--- src/adcc_pkg.sv ---
// Package for the converter control block: offsets, fields, reset values, timing.
// Assumes a 32-bit classic Wishbone register bus on word-aligned byte addresses.
package adcc_pkg;
    // ------------------------------------------------------------
    // Register byte offsets
    // ------------------------------------------------------------
    localparam logic [7:0] ADCC_OFS_SC1  = 8'h00; // Status and control one
    localparam logic [7:0] ADCC_OFS_SC2  = 8'h04; // Trigger and compare control
    localparam logic [7:0] ADCC_OFS_RESH = 8'h08; // Result high
    localparam logic [7:0] ADCC_OFS_RESL = 8'h0C; // Result low
    localparam logic [7:0] ADCC_OFS_CVH  = 8'h10; // Compare value high
    localparam logic [7:0] ADCC_OFS_CVL  = 8'h14; // Compare value low
    localparam logic [7:0] ADCC_OFS_CFG  = 8'h18; // Configuration (resolution)
    // ------------------------------------------------------------
    // Field positions
    // ------------------------------------------------------------
    localparam int ADCC_BIT_DONE  = 7; // Conversion done flag
    localparam int ADCC_BIT_IEN   = 6; // Done interrupt enable
    localparam int ADCC_BIT_CONT  = 5; // Continuous enable
    localparam int ADCC_BIT_ACT   = 7; // Conversion active (sc2)
    localparam int ADCC_BIT_TRG   = 6; // Trigger source select (sc2)
    localparam int ADCC_BIT_CFE   = 5; // Compare enable (sc2)
    localparam int ADCC_BIT_CGE   = 4; // Compare greater equal (sc2)
    localparam int ADCC_BIT_MODE8 = 0; // 8-bit resolution (cfg)
    // ------------------------------------------------------------
    // Reset values and channel codes
    // ------------------------------------------------------------
    localparam logic [4:0] ADCC_CH_OFF     = 5'h1F; // Module disabled
    localparam logic [4:0] ADCC_CH_RSVD    = 5'h1C; // Reserved code
    localparam logic [4:0] ADCC_CH_HIGH_REFERENCE   = 5'h1D; // High reference
    localparam logic [4:0] ADCC_CH_LOW_REFERENCE   = 5'h1E; // Low reference
    localparam logic [4:0] ADCC_CH_LASTPIN = 5'h1B; // Last analog input
    localparam logic [7:0] ADCC_SC1_RST    = 8'h1F; // Disabled after reset
    // ------------------------------------------------------------
    // Timing
    // ------------------------------------------------------------
    localparam int ADCC_CLK_HZ      = 10_000_000;
    localparam int ADCC_CONV_NS     = 2_000; // One conversion time
    localparam int ADCC_CONV_CYC    = ADCC_CONV_NS / (1_000_000_000 / ADCC_CLK_HZ);
    localparam logic [7:0] ADCC_CONV_CYC8 = 8'(ADCC_CONV_CYC);
    // Successive approximation FSM
    typedef enum logic [1:0] {
        ADCC_IDLE = 2'b00,
        ADCC_CONV = 2'b01,
        ADCC_DONE = 2'b11
    } adcc_state_e;
endpackage : adcc_pkg

--- src/adcc_trig_sync.sv ---
// Hardware trigger pulse catcher: turns the trigger level into one-cycle pulses.
// Assumes the trigger source is synchronous to core_clk.
`timescale 1ns/1ps
module adcc_trig_sync (
    input  wire logic core_clk,
    input  wire logic rst,
    input  wire logic clk_en,
    input  wire logic trig_in,
    output logic      trig_pulse
);
    logic last_ff; // Previous trigger level
    // ------------------------------------------------------------
    // Rising edge detect, one pulse per assertion
    // ------------------------------------------------------------
    always_ff @(posedge core_clk) begin
        if (rst) begin
            last_ff <= 1'b0;
        end else if (clk_en) begin
            last_ff <= trig_in;
        end
    end
    assign trig_pulse = clk_en & trig_in & ~last_ff;
endmodule : adcc_trig_sync

--- src/adcc_ctrl.sv ---
// Converter control top: Wishbone registers, start logic, result and compare.
// Assumes a synchronous analog core returning a 10-bit sample on ana_sample.
`timescale 1ns/1ps
module adcc_ctrl (
    input  wire logic        core_clk,
    input  wire logic        rst,
    input  wire logic        clk_en,
    input  wire logic        wb_cyc_i,
    input  wire logic        wb_stb_i,
    input  wire logic        wb_we_i,
    input  wire logic [7:0]  wb_adr_i,
    input  wire logic [3:0]  wb_sel_i,
    input  wire logic [31:0] wb_dat_i,
    output logic      [31:0] wb_dat_o,
    output logic             wb_ack_o,
    input  wire logic        hardware_trigger_in,
    input  wire logic [9:0]  ana_sample,
    output logic             ana_power_on,
    output logic [4:0]       ana_channel,
    output logic             ana_sel_high_reference,
    output logic             ana_sel_low_reference,
    output logic             done_irq
);
    // ------------------------------------------------------------
    // Declarations
    // ------------------------------------------------------------
    logic [7:0]  sc1_ff;          // Status and control one, done flag kept apart
    logic        done_ff;         // conversion_done_flag
    logic        trg_ff;          // trigger_source_select
    logic        cfe_ff;          // compare_enable
    logic        cge_ff;          // compare_greater_equal
    logic        mode8_ff;        // 8-bit resolution
    logic [9:0]  cmp_ff;          // Compare value
    logic [9:0]  res_ff;          // Result register
    logic        lock_ff;         // High read seen, waiting for low read
    logic [7:0]  cnt_ff;          // Conversion cycle counter
    logic        armed_ff;        // Continuous run in progress
    adcc_pkg::adcc_state_e state_ff; // Converter state
    logic        trig_pulse;      // Synchronised trigger pulse
    logic        bus_req;         // New bus access this cycle
    logic        wr_sc1;          // Write to status and control one
    logic        rd_resl;         // Read of low result
    logic        rd_resh;         // Read of high result
    logic        ch_off;          // Channel set to disabled
    logic        start;           // Begin a conversion
    logic        finish;          // Conversion completes this cycle
    logic        cmp_true;        // Compare condition
    logic [9:0]  sample_fmt;      // Formatted sample
    logic [7:0]  rd_mux;          // Read data
    // ------------------------------------------------------------
    // Helpers
    // ------------------------------------------------------------
    // Compare of result against value; 8-bit mode ignores the high bits
    function automatic logic adcc_cmp(input logic [9:0] r, input logic [9:0] c,
                                      input logic ge, input logic m8);
        logic [9:0] rr;
        logic [9:0] cc;
        rr = m8 ? {2'b00, r[7:0]} : r;
        cc = m8 ? {2'b00, c[7:0]} : c;
        adcc_cmp = ge ? (rr >= cc) : (rr < cc);
    endfunction : adcc_cmp

    adcc_trig_sync u_trig (
        .core_clk   (core_clk),
        .rst        (rst),
        .clk_en     (clk_en),
        .trig_in    (hardware_trigger_in),
        .trig_pulse (trig_pulse)
    );
    // Trigger is edge-detected on core_clk and gated by clk_en, so it is only caught while clk_en is high.

    // ------------------------------------------------------------
    // Bus decode
    // ------------------------------------------------------------
    assign bus_req = clk_en & wb_cyc_i & wb_stb_i & ~wb_ack_o;
    assign wr_sc1  = bus_req & wb_we_i & wb_sel_i[0] & (wb_adr_i == adcc_pkg::ADCC_OFS_SC1);
    assign rd_resl = bus_req & ~wb_we_i & (wb_adr_i == adcc_pkg::ADCC_OFS_RESL);
    assign rd_resh = bus_req & ~wb_we_i & (wb_adr_i == adcc_pkg::ADCC_OFS_RESH);
    assign ch_off  = (sc1_ff[4:0] == adcc_pkg::ADCC_CH_OFF);

    // Start: software write in software mode, trigger pulse in hardware mode
    always_comb begin
        if (wr_sc1) begin
            start = (wb_dat_i[4:0] != adcc_pkg::ADCC_CH_OFF) & ~trg_ff;
        end else if (trg_ff && trig_pulse && !ch_off && state_ff == adcc_pkg::ADCC_IDLE) begin
            start = 1'b1;
        end else if (armed_ff && !ch_off && state_ff == adcc_pkg::ADCC_IDLE) begin
            start = 1'b1;
        end else begin
            start = 1'b0;
        end
    end

    assign finish     = clk_en & (state_ff == adcc_pkg::ADCC_CONV)
                        & (cnt_ff == adcc_pkg::ADCC_CONV_CYC8 - 8'h01) & ~wr_sc1;
    assign sample_fmt = mode8_ff ? {2'b00, ana_sample[9:2]} : ana_sample;
    assign cmp_true   = adcc_cmp(sample_fmt, cmp_ff, cge_ff, mode8_ff);

    // ------------------------------------------------------------
    // Register writes
    // ------------------------------------------------------------
    always_ff @(posedge core_clk) begin
        if (rst) begin
            sc1_ff   <= adcc_pkg::ADCC_SC1_RST;
            trg_ff   <= 1'b0;
            cfe_ff   <= 1'b0;
            cge_ff   <= 1'b0;
            mode8_ff <= 1'b0;
            cmp_ff   <= 10'h000;
        end else if (bus_req && wb_we_i && wb_sel_i[0]) begin
            if (wb_adr_i == adcc_pkg::ADCC_OFS_SC1) begin
                sc1_ff <= {1'b0, wb_dat_i[6:0]};
            end else if (wb_adr_i == adcc_pkg::ADCC_OFS_SC2) begin
                trg_ff <= wb_dat_i[adcc_pkg::ADCC_BIT_TRG];
                cfe_ff <= wb_dat_i[adcc_pkg::ADCC_BIT_CFE];
                cge_ff <= wb_dat_i[adcc_pkg::ADCC_BIT_CGE];
            end else if (wb_adr_i == adcc_pkg::ADCC_OFS_CVH) begin
                cmp_ff[9:8] <= wb_dat_i[1:0];
            end else if (wb_adr_i == adcc_pkg::ADCC_OFS_CVL) begin
                cmp_ff[7:0] <= wb_dat_i[7:0];
            end else if (wb_adr_i == adcc_pkg::ADCC_OFS_CFG) begin
                mode8_ff <= wb_dat_i[adcc_pkg::ADCC_BIT_MODE8];
            end
        end
    end

    // ------------------------------------------------------------
    // Converter sequencing
    // ------------------------------------------------------------
    // Writes abort by restarting the counter; off code returns to idle.
    always_ff @(posedge core_clk) begin
        if (rst) begin
            state_ff <= adcc_pkg::ADCC_IDLE;
            cnt_ff   <= 8'h00;
            armed_ff <= 1'b0;
        end else if (clk_en) begin
            if (wr_sc1) begin
                state_ff <= start ? adcc_pkg::ADCC_CONV : adcc_pkg::ADCC_IDLE;
                cnt_ff   <= 8'h00;
                // Continuous software run arms here, off code disarms.
                armed_ff <= start & wb_dat_i[adcc_pkg::ADCC_BIT_CONT];
            end else if (start) begin
                state_ff <= adcc_pkg::ADCC_CONV;
                cnt_ff   <= 8'h00;
                armed_ff <= sc1_ff[adcc_pkg::ADCC_BIT_CONT];
            end else if (finish) begin
                state_ff <= adcc_pkg::ADCC_DONE;
            end else if (state_ff == adcc_pkg::ADCC_CONV) begin
                cnt_ff <= cnt_ff + 8'h01;
            end else if (state_ff == adcc_pkg::ADCC_DONE) begin
                // Single mode falls back to idle and low power.
                state_ff <= adcc_pkg::ADCC_IDLE;
                armed_ff <= armed_ff & sc1_ff[adcc_pkg::ADCC_BIT_CONT];
            end
        end
    end

    // ------------------------------------------------------------
    // Done flag and result
    // ------------------------------------------------------------
    // Set wins over clear when both arrive together.
    always_ff @(posedge core_clk) begin
        if (rst) begin
            done_ff <= 1'b0;
        end else if (finish && (!cfe_ff || cmp_true)) begin
            done_ff <= 1'b1;
        end else if (wr_sc1 || rd_resl) begin
            done_ff <= 1'b0;
        end
    end

    always_ff @(posedge core_clk) begin
        if (rst) begin
            res_ff  <= 10'h000;
            lock_ff <= 1'b0;
        end else begin
            if (finish && (!cfe_ff || cmp_true) && !lock_ff) begin
                res_ff <= sample_fmt;
            end
            if (rd_resl) begin
                lock_ff <= 1'b0;
            end else if (rd_resh && !mode8_ff) begin
                lock_ff <= 1'b1;
            end
        end
    end

    // ------------------------------------------------------------
    // Bus answer and outputs
    // ------------------------------------------------------------
    always_comb begin
        if (wb_adr_i == adcc_pkg::ADCC_OFS_SC1) begin
            rd_mux = {done_ff, sc1_ff[6:0]};
        end else if (wb_adr_i == adcc_pkg::ADCC_OFS_SC2) begin
            rd_mux = {state_ff == adcc_pkg::ADCC_CONV, trg_ff, cfe_ff, cge_ff, 4'h0};
        end else if (wb_adr_i == adcc_pkg::ADCC_OFS_RESH) begin
            rd_mux = {6'h00, res_ff[9:8]};
        end else if (wb_adr_i == adcc_pkg::ADCC_OFS_RESL) begin
            rd_mux = res_ff[7:0];
        end else if (wb_adr_i == adcc_pkg::ADCC_OFS_CVH) begin
            rd_mux = {6'h00, cmp_ff[9:8]};
        end else if (wb_adr_i == adcc_pkg::ADCC_OFS_CVL) begin
            rd_mux = cmp_ff[7:0];
        end else if (wb_adr_i == adcc_pkg::ADCC_OFS_CFG) begin
            rd_mux = {7'h00, mode8_ff};
        end else begin
            rd_mux = 8'h00;   // Unmapped reads zero, still acknowledged
        end
    end

    always_ff @(posedge core_clk) begin
        if (rst) begin
            wb_ack_o <= 1'b0;
            wb_dat_o <= 32'h0000_0000;
        end else if (clk_en) begin
            wb_ack_o <= bus_req;
            wb_dat_o <= bus_req ? {24'h00_0000, rd_mux} : 32'h0000_0000;
        end
    end

    // Channel decode to analog mux.
    always_ff @(posedge core_clk) begin
        if (rst) begin
            ana_power_on  <= 1'b0;
            ana_channel   <= 5'h00;
            ana_sel_high_reference <= 1'b0;
            ana_sel_low_reference <= 1'b0;
            done_irq      <= 1'b0;
        end else if (clk_en) begin
            ana_power_on  <= (state_ff == adcc_pkg::ADCC_CONV) | start;
            ana_channel   <= (sc1_ff[4:0] <= adcc_pkg::ADCC_CH_LASTPIN) ? sc1_ff[4:0] : 5'h00;
            ana_sel_high_reference <= (sc1_ff[4:0] == adcc_pkg::ADCC_CH_HIGH_REFERENCE);
            ana_sel_low_reference <= (sc1_ff[4:0] == adcc_pkg::ADCC_CH_LOW_REFERENCE);
            done_irq      <= done_ff & sc1_ff[adcc_pkg::ADCC_BIT_IEN];
        end
    end
endmodule : adcc_ctrl

--- config.mk ---
export PLATFORM = sky130hd
export DESIGN_NAME = adcc_ctrl
export DESIGN_NICKNAME = d
export VERILOG_FILES = /design/src/adcc_pkg.sv /design/src/adcc_trig_sync.sv /design/src/adcc_ctrl.sv
export SDC_FILE = /design/constraint.sdc
export NUM_CORES = 1
export LEC_CHECK = 0
export BUFFER_PORTS_ARGS = -buffer_cell sky130_fd_sc_hd__buf_4
export CORE_MARGIN = 8
export CORE_UTILIZATION = 56
export DETAILED_ROUTE_END_ITERATION = 12
export GPL_TIMING_DRIVEN = 0
export PLACE_DENSITY = 0.95
export SLEW_MARGIN = 15
export SYNTH_ARGS = -nofsm -noshare
export SYNTH_HDL_FRONTEND = slang
export SYNTH_SLANG_ARGS = --single-unit
export TNS_END_PERCENT = 10
--- constraint.sdc ---
create_clock -name core_clk -period 4.5 [get_ports core_clk]
set_input_delay 0.675 -clock core_clk [delete_from_list [all_inputs] [get_ports core_clk]]
set_output_delay 0.675 -clock core_clk [all_outputs]
set_load 0.1 [all_outputs]
# Yosys cells after proc, flatten, opt, wreduce, memory -nomap -nowiden

Index checks and enable logic that the tools add are counted.

Flip-flop bits (word level): 87
Input bits: 61
Output and inout port bits: 42

Add/subtract/negate cells: 1
Magnitude comparators: 3
Equal/unequal tests: 16
Multiplexer cells: 33
Bitwise logic cells: 28
Reduce and logical (&&, ||, !) cells: 31

Operator list:

| cell                | number |
|---|---|
| $mux 8              | 11 |
| $eq 8x5->1 const B  | 4 |
| $mux 10             | 3 |
| $and 1x1->1         | 18 |
| $eq 8x4->1 const B  | 2 |
| $eq 5x5->1 const B  | 3 |
| $mux 1              | 13 |
| $ge 10x10->1        | 1 |
| $logic_and 1x1->1   | 10 |
| $lt 10x10->1        | 1 |
| $mux 2              | 5 |
| $not 1->1           | 9 |
| $reduce_and 3->1    | 3 |
| $add 8x1->8 const B | 1 |
| $eq 8x3->1 const B  | 1 |
| $logic_not 8->1     | 1 |
| $reduce_and 4->1    | 2 |
| $ne 3x3->1 const B  | 2 |
| $reduce_and 6->1    | 1 |
| $reduce_bool 3->1   | 2 |
| $le 5x5->1 const B  | 1 |
| $mux 5              | 1 |
| $ne 5x5->1 const B  | 1 |
| $reduce_and 5->1    | 1 |
| 11 further kinds    | 15 |

# Longest topological paths before layout

Depth after elaboration: 11
Gate-level depth with buffers: 11
Mapped depth without buffers: 8

# By module

From an unflattened synthesis, not the netlist that was laid out.

Cell total of the unflattened synthesis: 417
Area, all modules: 3510.9 um^2

Modules (own cells, without submodules):

| module         | instances | cells each | area an instance (um^2) | seq. area each (um^2) |
|---|---|---|---|---|
| adcc_ctrl      | 1         | 412        | 3468.3                  | 1241.2 |
| adcc_trig_sync | 1         | 5          | 42.5                    | 20.0 |

# Least setup slack after synthesis

Ideal clock, no wire load.

Kind: register -> register
From: register mode8_ff
To: register res_ff[0]
Library setup time: 0.086 ns
Arrival time: 2.767 ns
Path slack: 1.648 ns
Stages on the path, launching flop included: 11
Buffers on the path: 3
Clock period less this slack: 2.852 ns
Cell sequence: dfxtp_1 clkbuf_1 clkbuf_1 mux2_2 ha_1 a21o_1 a221oi_1 a211o_1 buf_1 a31oi_1 a211oi_1

Cells in the longest elaborated chain, start to end: 7
Elaborated cells on any way between the ends: 9
Classes of those cells: order compare (2); mux (4); reduce/logical (3)

RTL lines:

| what                                         | line             | source |
|---|---|---|
| from (decl)                                  | adcc_ctrl.sv:32  | `logic mode8_ff;` |
| from (signal assigned)                       | adcc_ctrl.sv:122 | `mode8_ff <= wb_dat_i[adcc_pkg::ADCC_BIT_MODE8];` |
| $mux 10 (*)                                  | adcc_ctrl.sv:96  | `assign sample_fmt = mode8_ff ? {2'b00, ana_sample[9:2]} : ana_sample;` |
| via sample_fmt[1]                            | adcc_ctrl.sv:48  | `logic [9:0] sample_fmt;` |
| $mux 10 (*)                                  | adcc_ctrl.sv:58  | `rr = m8 ? {2'b00, r[7:0]} : r;` |
| $lt 10x10->1 or $ge 10x10->1 (tied branches) | adcc_ctrl.sv:60  | `adcc_cmp = ge ? (rr >= cc) : (rr < cc);` |
| $mux 1 (*)                                   | adcc_ctrl.sv:60  |  |
| $logic_or 1x1->1 (*)                         | adcc_ctrl.sv:177 | `if (finish && (!cfe_ff \|\| cmp_true) && !lock_ff) begin` |
| $logic_and 1x1->1 (*) (2 in a row)           | adcc_ctrl.sv:177 |  |
| to (signal assigned)                         | adcc_ctrl.sv:178 | `res_ff <= sample_fmt;` |
| to (decl)                                    | adcc_ctrl.sv:34  | `logic [9:0] res_ff;` |

Mark *: on every way through the listed nets, which the timed path passes. The rest lies on a longest branch.
A chain may end at the register's enable or synchronous reset.

# Worst setup path in the final report

From: register mode8_ff
To: register res_ff[6]

Same word-level chain as after synthesis.

==> results <==
- Across every metal layer, demand over resource in global routing totals 0.227.
- The routed design could run at a clock period as short as roughly 3400 ps.
- The critical path depth in cells is 10.
- The post-CTS setup repair buffer count is 0.
- The wire-length estimate of the detail-placed layout is about 7500 µm.
- The later pin in the worst-skew pair is clocked with a latency of between 300 and 400 ps.
- The run finished with clean final reports.
- The critical path arrival is between 3000 and 4000 ps.
- The leakage power is 1.69 nW.
- The area share of the largest cell type after synthesis is 0.372.
- With fillers left out, the area of the finished cells amounts to about 0.0041 mm².
- The placement row count is 28.
- The total power draw is about 1.2 mW.
- The largest total area in the synthesized netlist belongs to dfxtp_1.
- Among all flip-flop cells after synthesis, the most frequent one is dfxtp_1.
- The average wire per standard cell is roughly 17 µm.
- The share of layout cells above drive strength 1 is 0.218.
- The number of pins exceeding their max-slew limit in the final report was 0.
- The total number of H-tree levels is 3.
- The power spent charging and discharging nets is 0.371 mW.
- The largest delay contributor family on the critical path is buffers and inverters.
- In the synthesized netlist the async set-or-reset flop fraction comes to 0.
- The share of total power dissipated in combinational logic is 0.156.
- The routability congestion estimate from global placement is 0.984.
- The number of antenna violations at the first check in global routing was 0.
- In this run the vertical extent of the chip is ~94 µm.
- The number of hold buffers added after CTS is 0.
- Dividing total power by cell area gives a power density of a little under 300 mW/mm².
- The number of global-route vias before repair was between 3k and 4k.
- Yosys attributes the largest share of cell area to dfxtp_1, nand2_1, buf_4.
- The most common cell type on the critical path is clkbuf_1.
- The critical path is of the register to register type.
- After global routing the overflow that remains totals 0.
- The worst reg2reg path depth is 10.
- The net count reported at finish is 572.
- Once detail routing completed, the nets flagged for antenna violations numbered 0.
- The cell area that synthesis handed to floorplanning was 0.00339 mm².
- Measured against its own limit, the worst slew margin works out to 0.472.
- The aggregate routed wire length is between 9000 and 10,000 µm.
- The clock-pin slew of the registers on the worst-case setup and hold paths is 70 ps.
- The post-synthesis register bit count is 63.
- The final number of hold-violating endpoints is 0.
- The tree is rooted in a clkbuf_8.
- The worst hold path class is register to register.
- The area growth from synthesis to final layout is 21.7%.
- The number of fill cells is about 450.
- The average footprint of a synthesized cell is roughly 8.1 µm².
- The count of maximum capacitance violations is 0.
- In this run the cell area measured after placement is 0.00394 mm².
- Along the worst path, the maximum fanout reaches 10.
- The clock net in this run drives a total of between 60 and 70 sinks.
- The detailed router placed approximately 3.5k vias in this run.
- For this run, the share of the core covered by cells in the final layout is 0.702.
- The repair_antennas step left the layout with diodes totalling 0.
- Of the available clock period, the critical path in the final layout requires 0.763.
- STA classifies the critical path startpoint as a register.
- The starting utilization of the core area is 0.577.
- Using the TritonRoute via totals, the vias-per-cell ratio works out to about 6.
- The required time reported for the critical path endpoint is 4760 ps.
- TritonCTS built the clock tree.
- The number of detailed-routing iterations run before antenna repair is 8.
- Setup violations remaining at the end of the flow were counted as 0.
- Yosys mapped a number of flops with a built-in enable equal to 0.
- In this run the horizontal extent of the chip is 93.8 µm.
- The endpoint class of the critical path is a register.
- For this run, the register share of the synthesized area comes to 0.372.
- Setup repair after global routing left no endpoint under its margin.
- For this run, the top clock speed supported by timing is 291 MHz.
- The accumulated negative setup slack is 0 ps.
- The first routing iteration left between 300 and 400 violations.
- The global-route wire length before repair is 16,100 µm.
- The core region is between 0.005 and 0.006 mm².
- The number of different library cells used by synthesis comes to 52.
- The internal power is about 0.86 mW.
- The area of the die is around 0.009 mm².
- The largest clock skew in the final design is 8.29 ps.
- Clock tree synthesis inserted a total of 9 buffers.
- The critical path's slowest cell is a221oi_1.
- The worst-case IR drop observed on VDD is 0.253 mV.
- For this design the top-level I/O count stands at 103.
- After technology mapping, the gate count stands at roughly 420.
- The share of total power in the clock network is 0.390.
- The longest clock path from root to sink contains 2 buffers.
- The critical path's largest stage delay is between 400 and 500 ps.
- The port buffer count is between 40 and 50.
- The number of DRC violations after detailed routing is 0.
- Of the total power, the share spent switching nets is 0.301.
- The maximum number of pins on one net before global-route repair is 12.
- The signal on the critical path passes through clkbuf_1 > clkbuf_1 > mux2_2 > ha_1 > a21o_1 > a221oi_1 > a211o_1 > buf_1 > a31oi_1 > nor3_1.
- The number of stages on the worst hold path is 2.
- The number of buffers and inverters on the critical path is 3.
- The share of total power dissipated in sequential elements is 0.454.
- The slew of the pin with the lowest slew margin is 785 ps.
- The total of cells resized after clock tree synthesis is 0.
- The Yosys warning count is 0.
[state kept, by name (all words and copies together) (netlist names), 2 cells and up]
signal	count
wb_dat_o	8
cnt_ff	8
state_ff	2
res_ff	10
cmp_ff	10
sc1_ff	7
ana_channel	5
[logic make-up after synthesis]
family                     synth area share
xor gates and xnor gates             0.0103
adders and majority gates            0.0406
muxes                                0.0590
buffers and inverters                0.0948
and+or+nand+nor                       0.257
DFF                                   0.372
other                               0.00111
AOI/OAI and AO/OA                     0.166
[routing by layer]
layer,track usage,vias to the layer above,wire length [µm]
li1,-,1623,-
met1,0.262,1611,3770
met2,0.368,208,4620
met3,0.0855,38,1230
met4,0.0925,0,269
met5,0,-,0
[layout make-up]
| type | instances | area (µm²) | share of cell area |
|---|---|---|---|
| multi-input combinational | 319 | 1900 | 0.459 |
| sequential | 63 | 1260 | 0.305 |
| timing repair buffer | 49 | 368 | 0.0891 |
| buffer | 46 | 277 | 0.0669 |
| clock buffer | 10 | 128 | 0.0309 |
| tap | 75 | 93.8 | 0.0227 |
| clock inverter | 6 | 61.3 | 0.0148 |
| inverter | 12 | 45.0 | 0.0109 |
[cell usage after synthesis (3+ instances only)]
cell type and instances:
dfxtp_1 63, nand2_1 51, nor2_1 33, a21oi_1 30
nand3_1 26, buf_4 24, nor3_1 15, clkbuf_1 13
o21ai_0 13, a31oi_1 12, inv_1 12, ha_1 11
mux2i_1 11, nor4_1 9, mux2_2 8, a222oi_1 6
nand2b_1 6, a211oi_1 5, buf_2 5, or3_1 5
a21o_1 4, and3_1 4, nand3b_1 4, nor2b_1 4
a211o_1 3, buf_1 3, nand4_1 3, or2_2 3
xor2_1 3
[tightest hold or removal path, cell delays in order, from the launching register on]
cell and delay, ps:
dfxtp_1 310, nand2_1 60, a21oi_1 50
[cells in the final DEF (no fill, tap or decap), types with 4 or more instances in the layout]
cell type,instances
a211oi_1,5
a21o_1,4
a21oi_1,30
a222oi_1,6
a31oi_1,12
and3_1,4
buf_2,5
buf_4,73
clkbuf_1,14
clkbuf_8,9
conb_1,24
dfxtp_1,63
ha_1,11
inv_1,12
mux2_2,8
mux2i_1,11
nand2_1,51
nand2b_1,6
nand3_1,26
nand3b_1,4
nor2_1,33
nor2b_1,4
nor3_1,15
nor4_1,9
o21ai_0,13
or3_1,5
[power by group through the flow]
stage               sequential, mW  clock [mW]  combinational [mW]
floorplan                    0.578           0               0.142
global placement             0.572           0               0.186
detailed placement           0.572           0               0.188
CTS                          0.559       0.481               0.189
global route                 0.559       0.505               0.202
finish                       0.559       0.481               0.192
[per-stage QoR]
step / setup slack, ps / hold slack [ps] / std cells
2_1_floorplan: 1650 / 444 / 440
3_3_place_gp: 1290 / 440 / 564
3_5_place_dp: 1130 / 454 / 564
4_1_cts: 1110 / 465 / 580
5_1_grt: 859 / 485 / 580
6_report: 1070 / 464 / 580
[final timing paths]
kind,slack [ps],end,from
setup / recovery,1070,res_ff[6],mode8_ff
hold reg to reg,460,done_irq,done_irq
setup reg to reg,1070,res_ff[6],mode8_ff
hold / removal,460,done_irq,done_irq
Power figures use the tool's default switching activity.
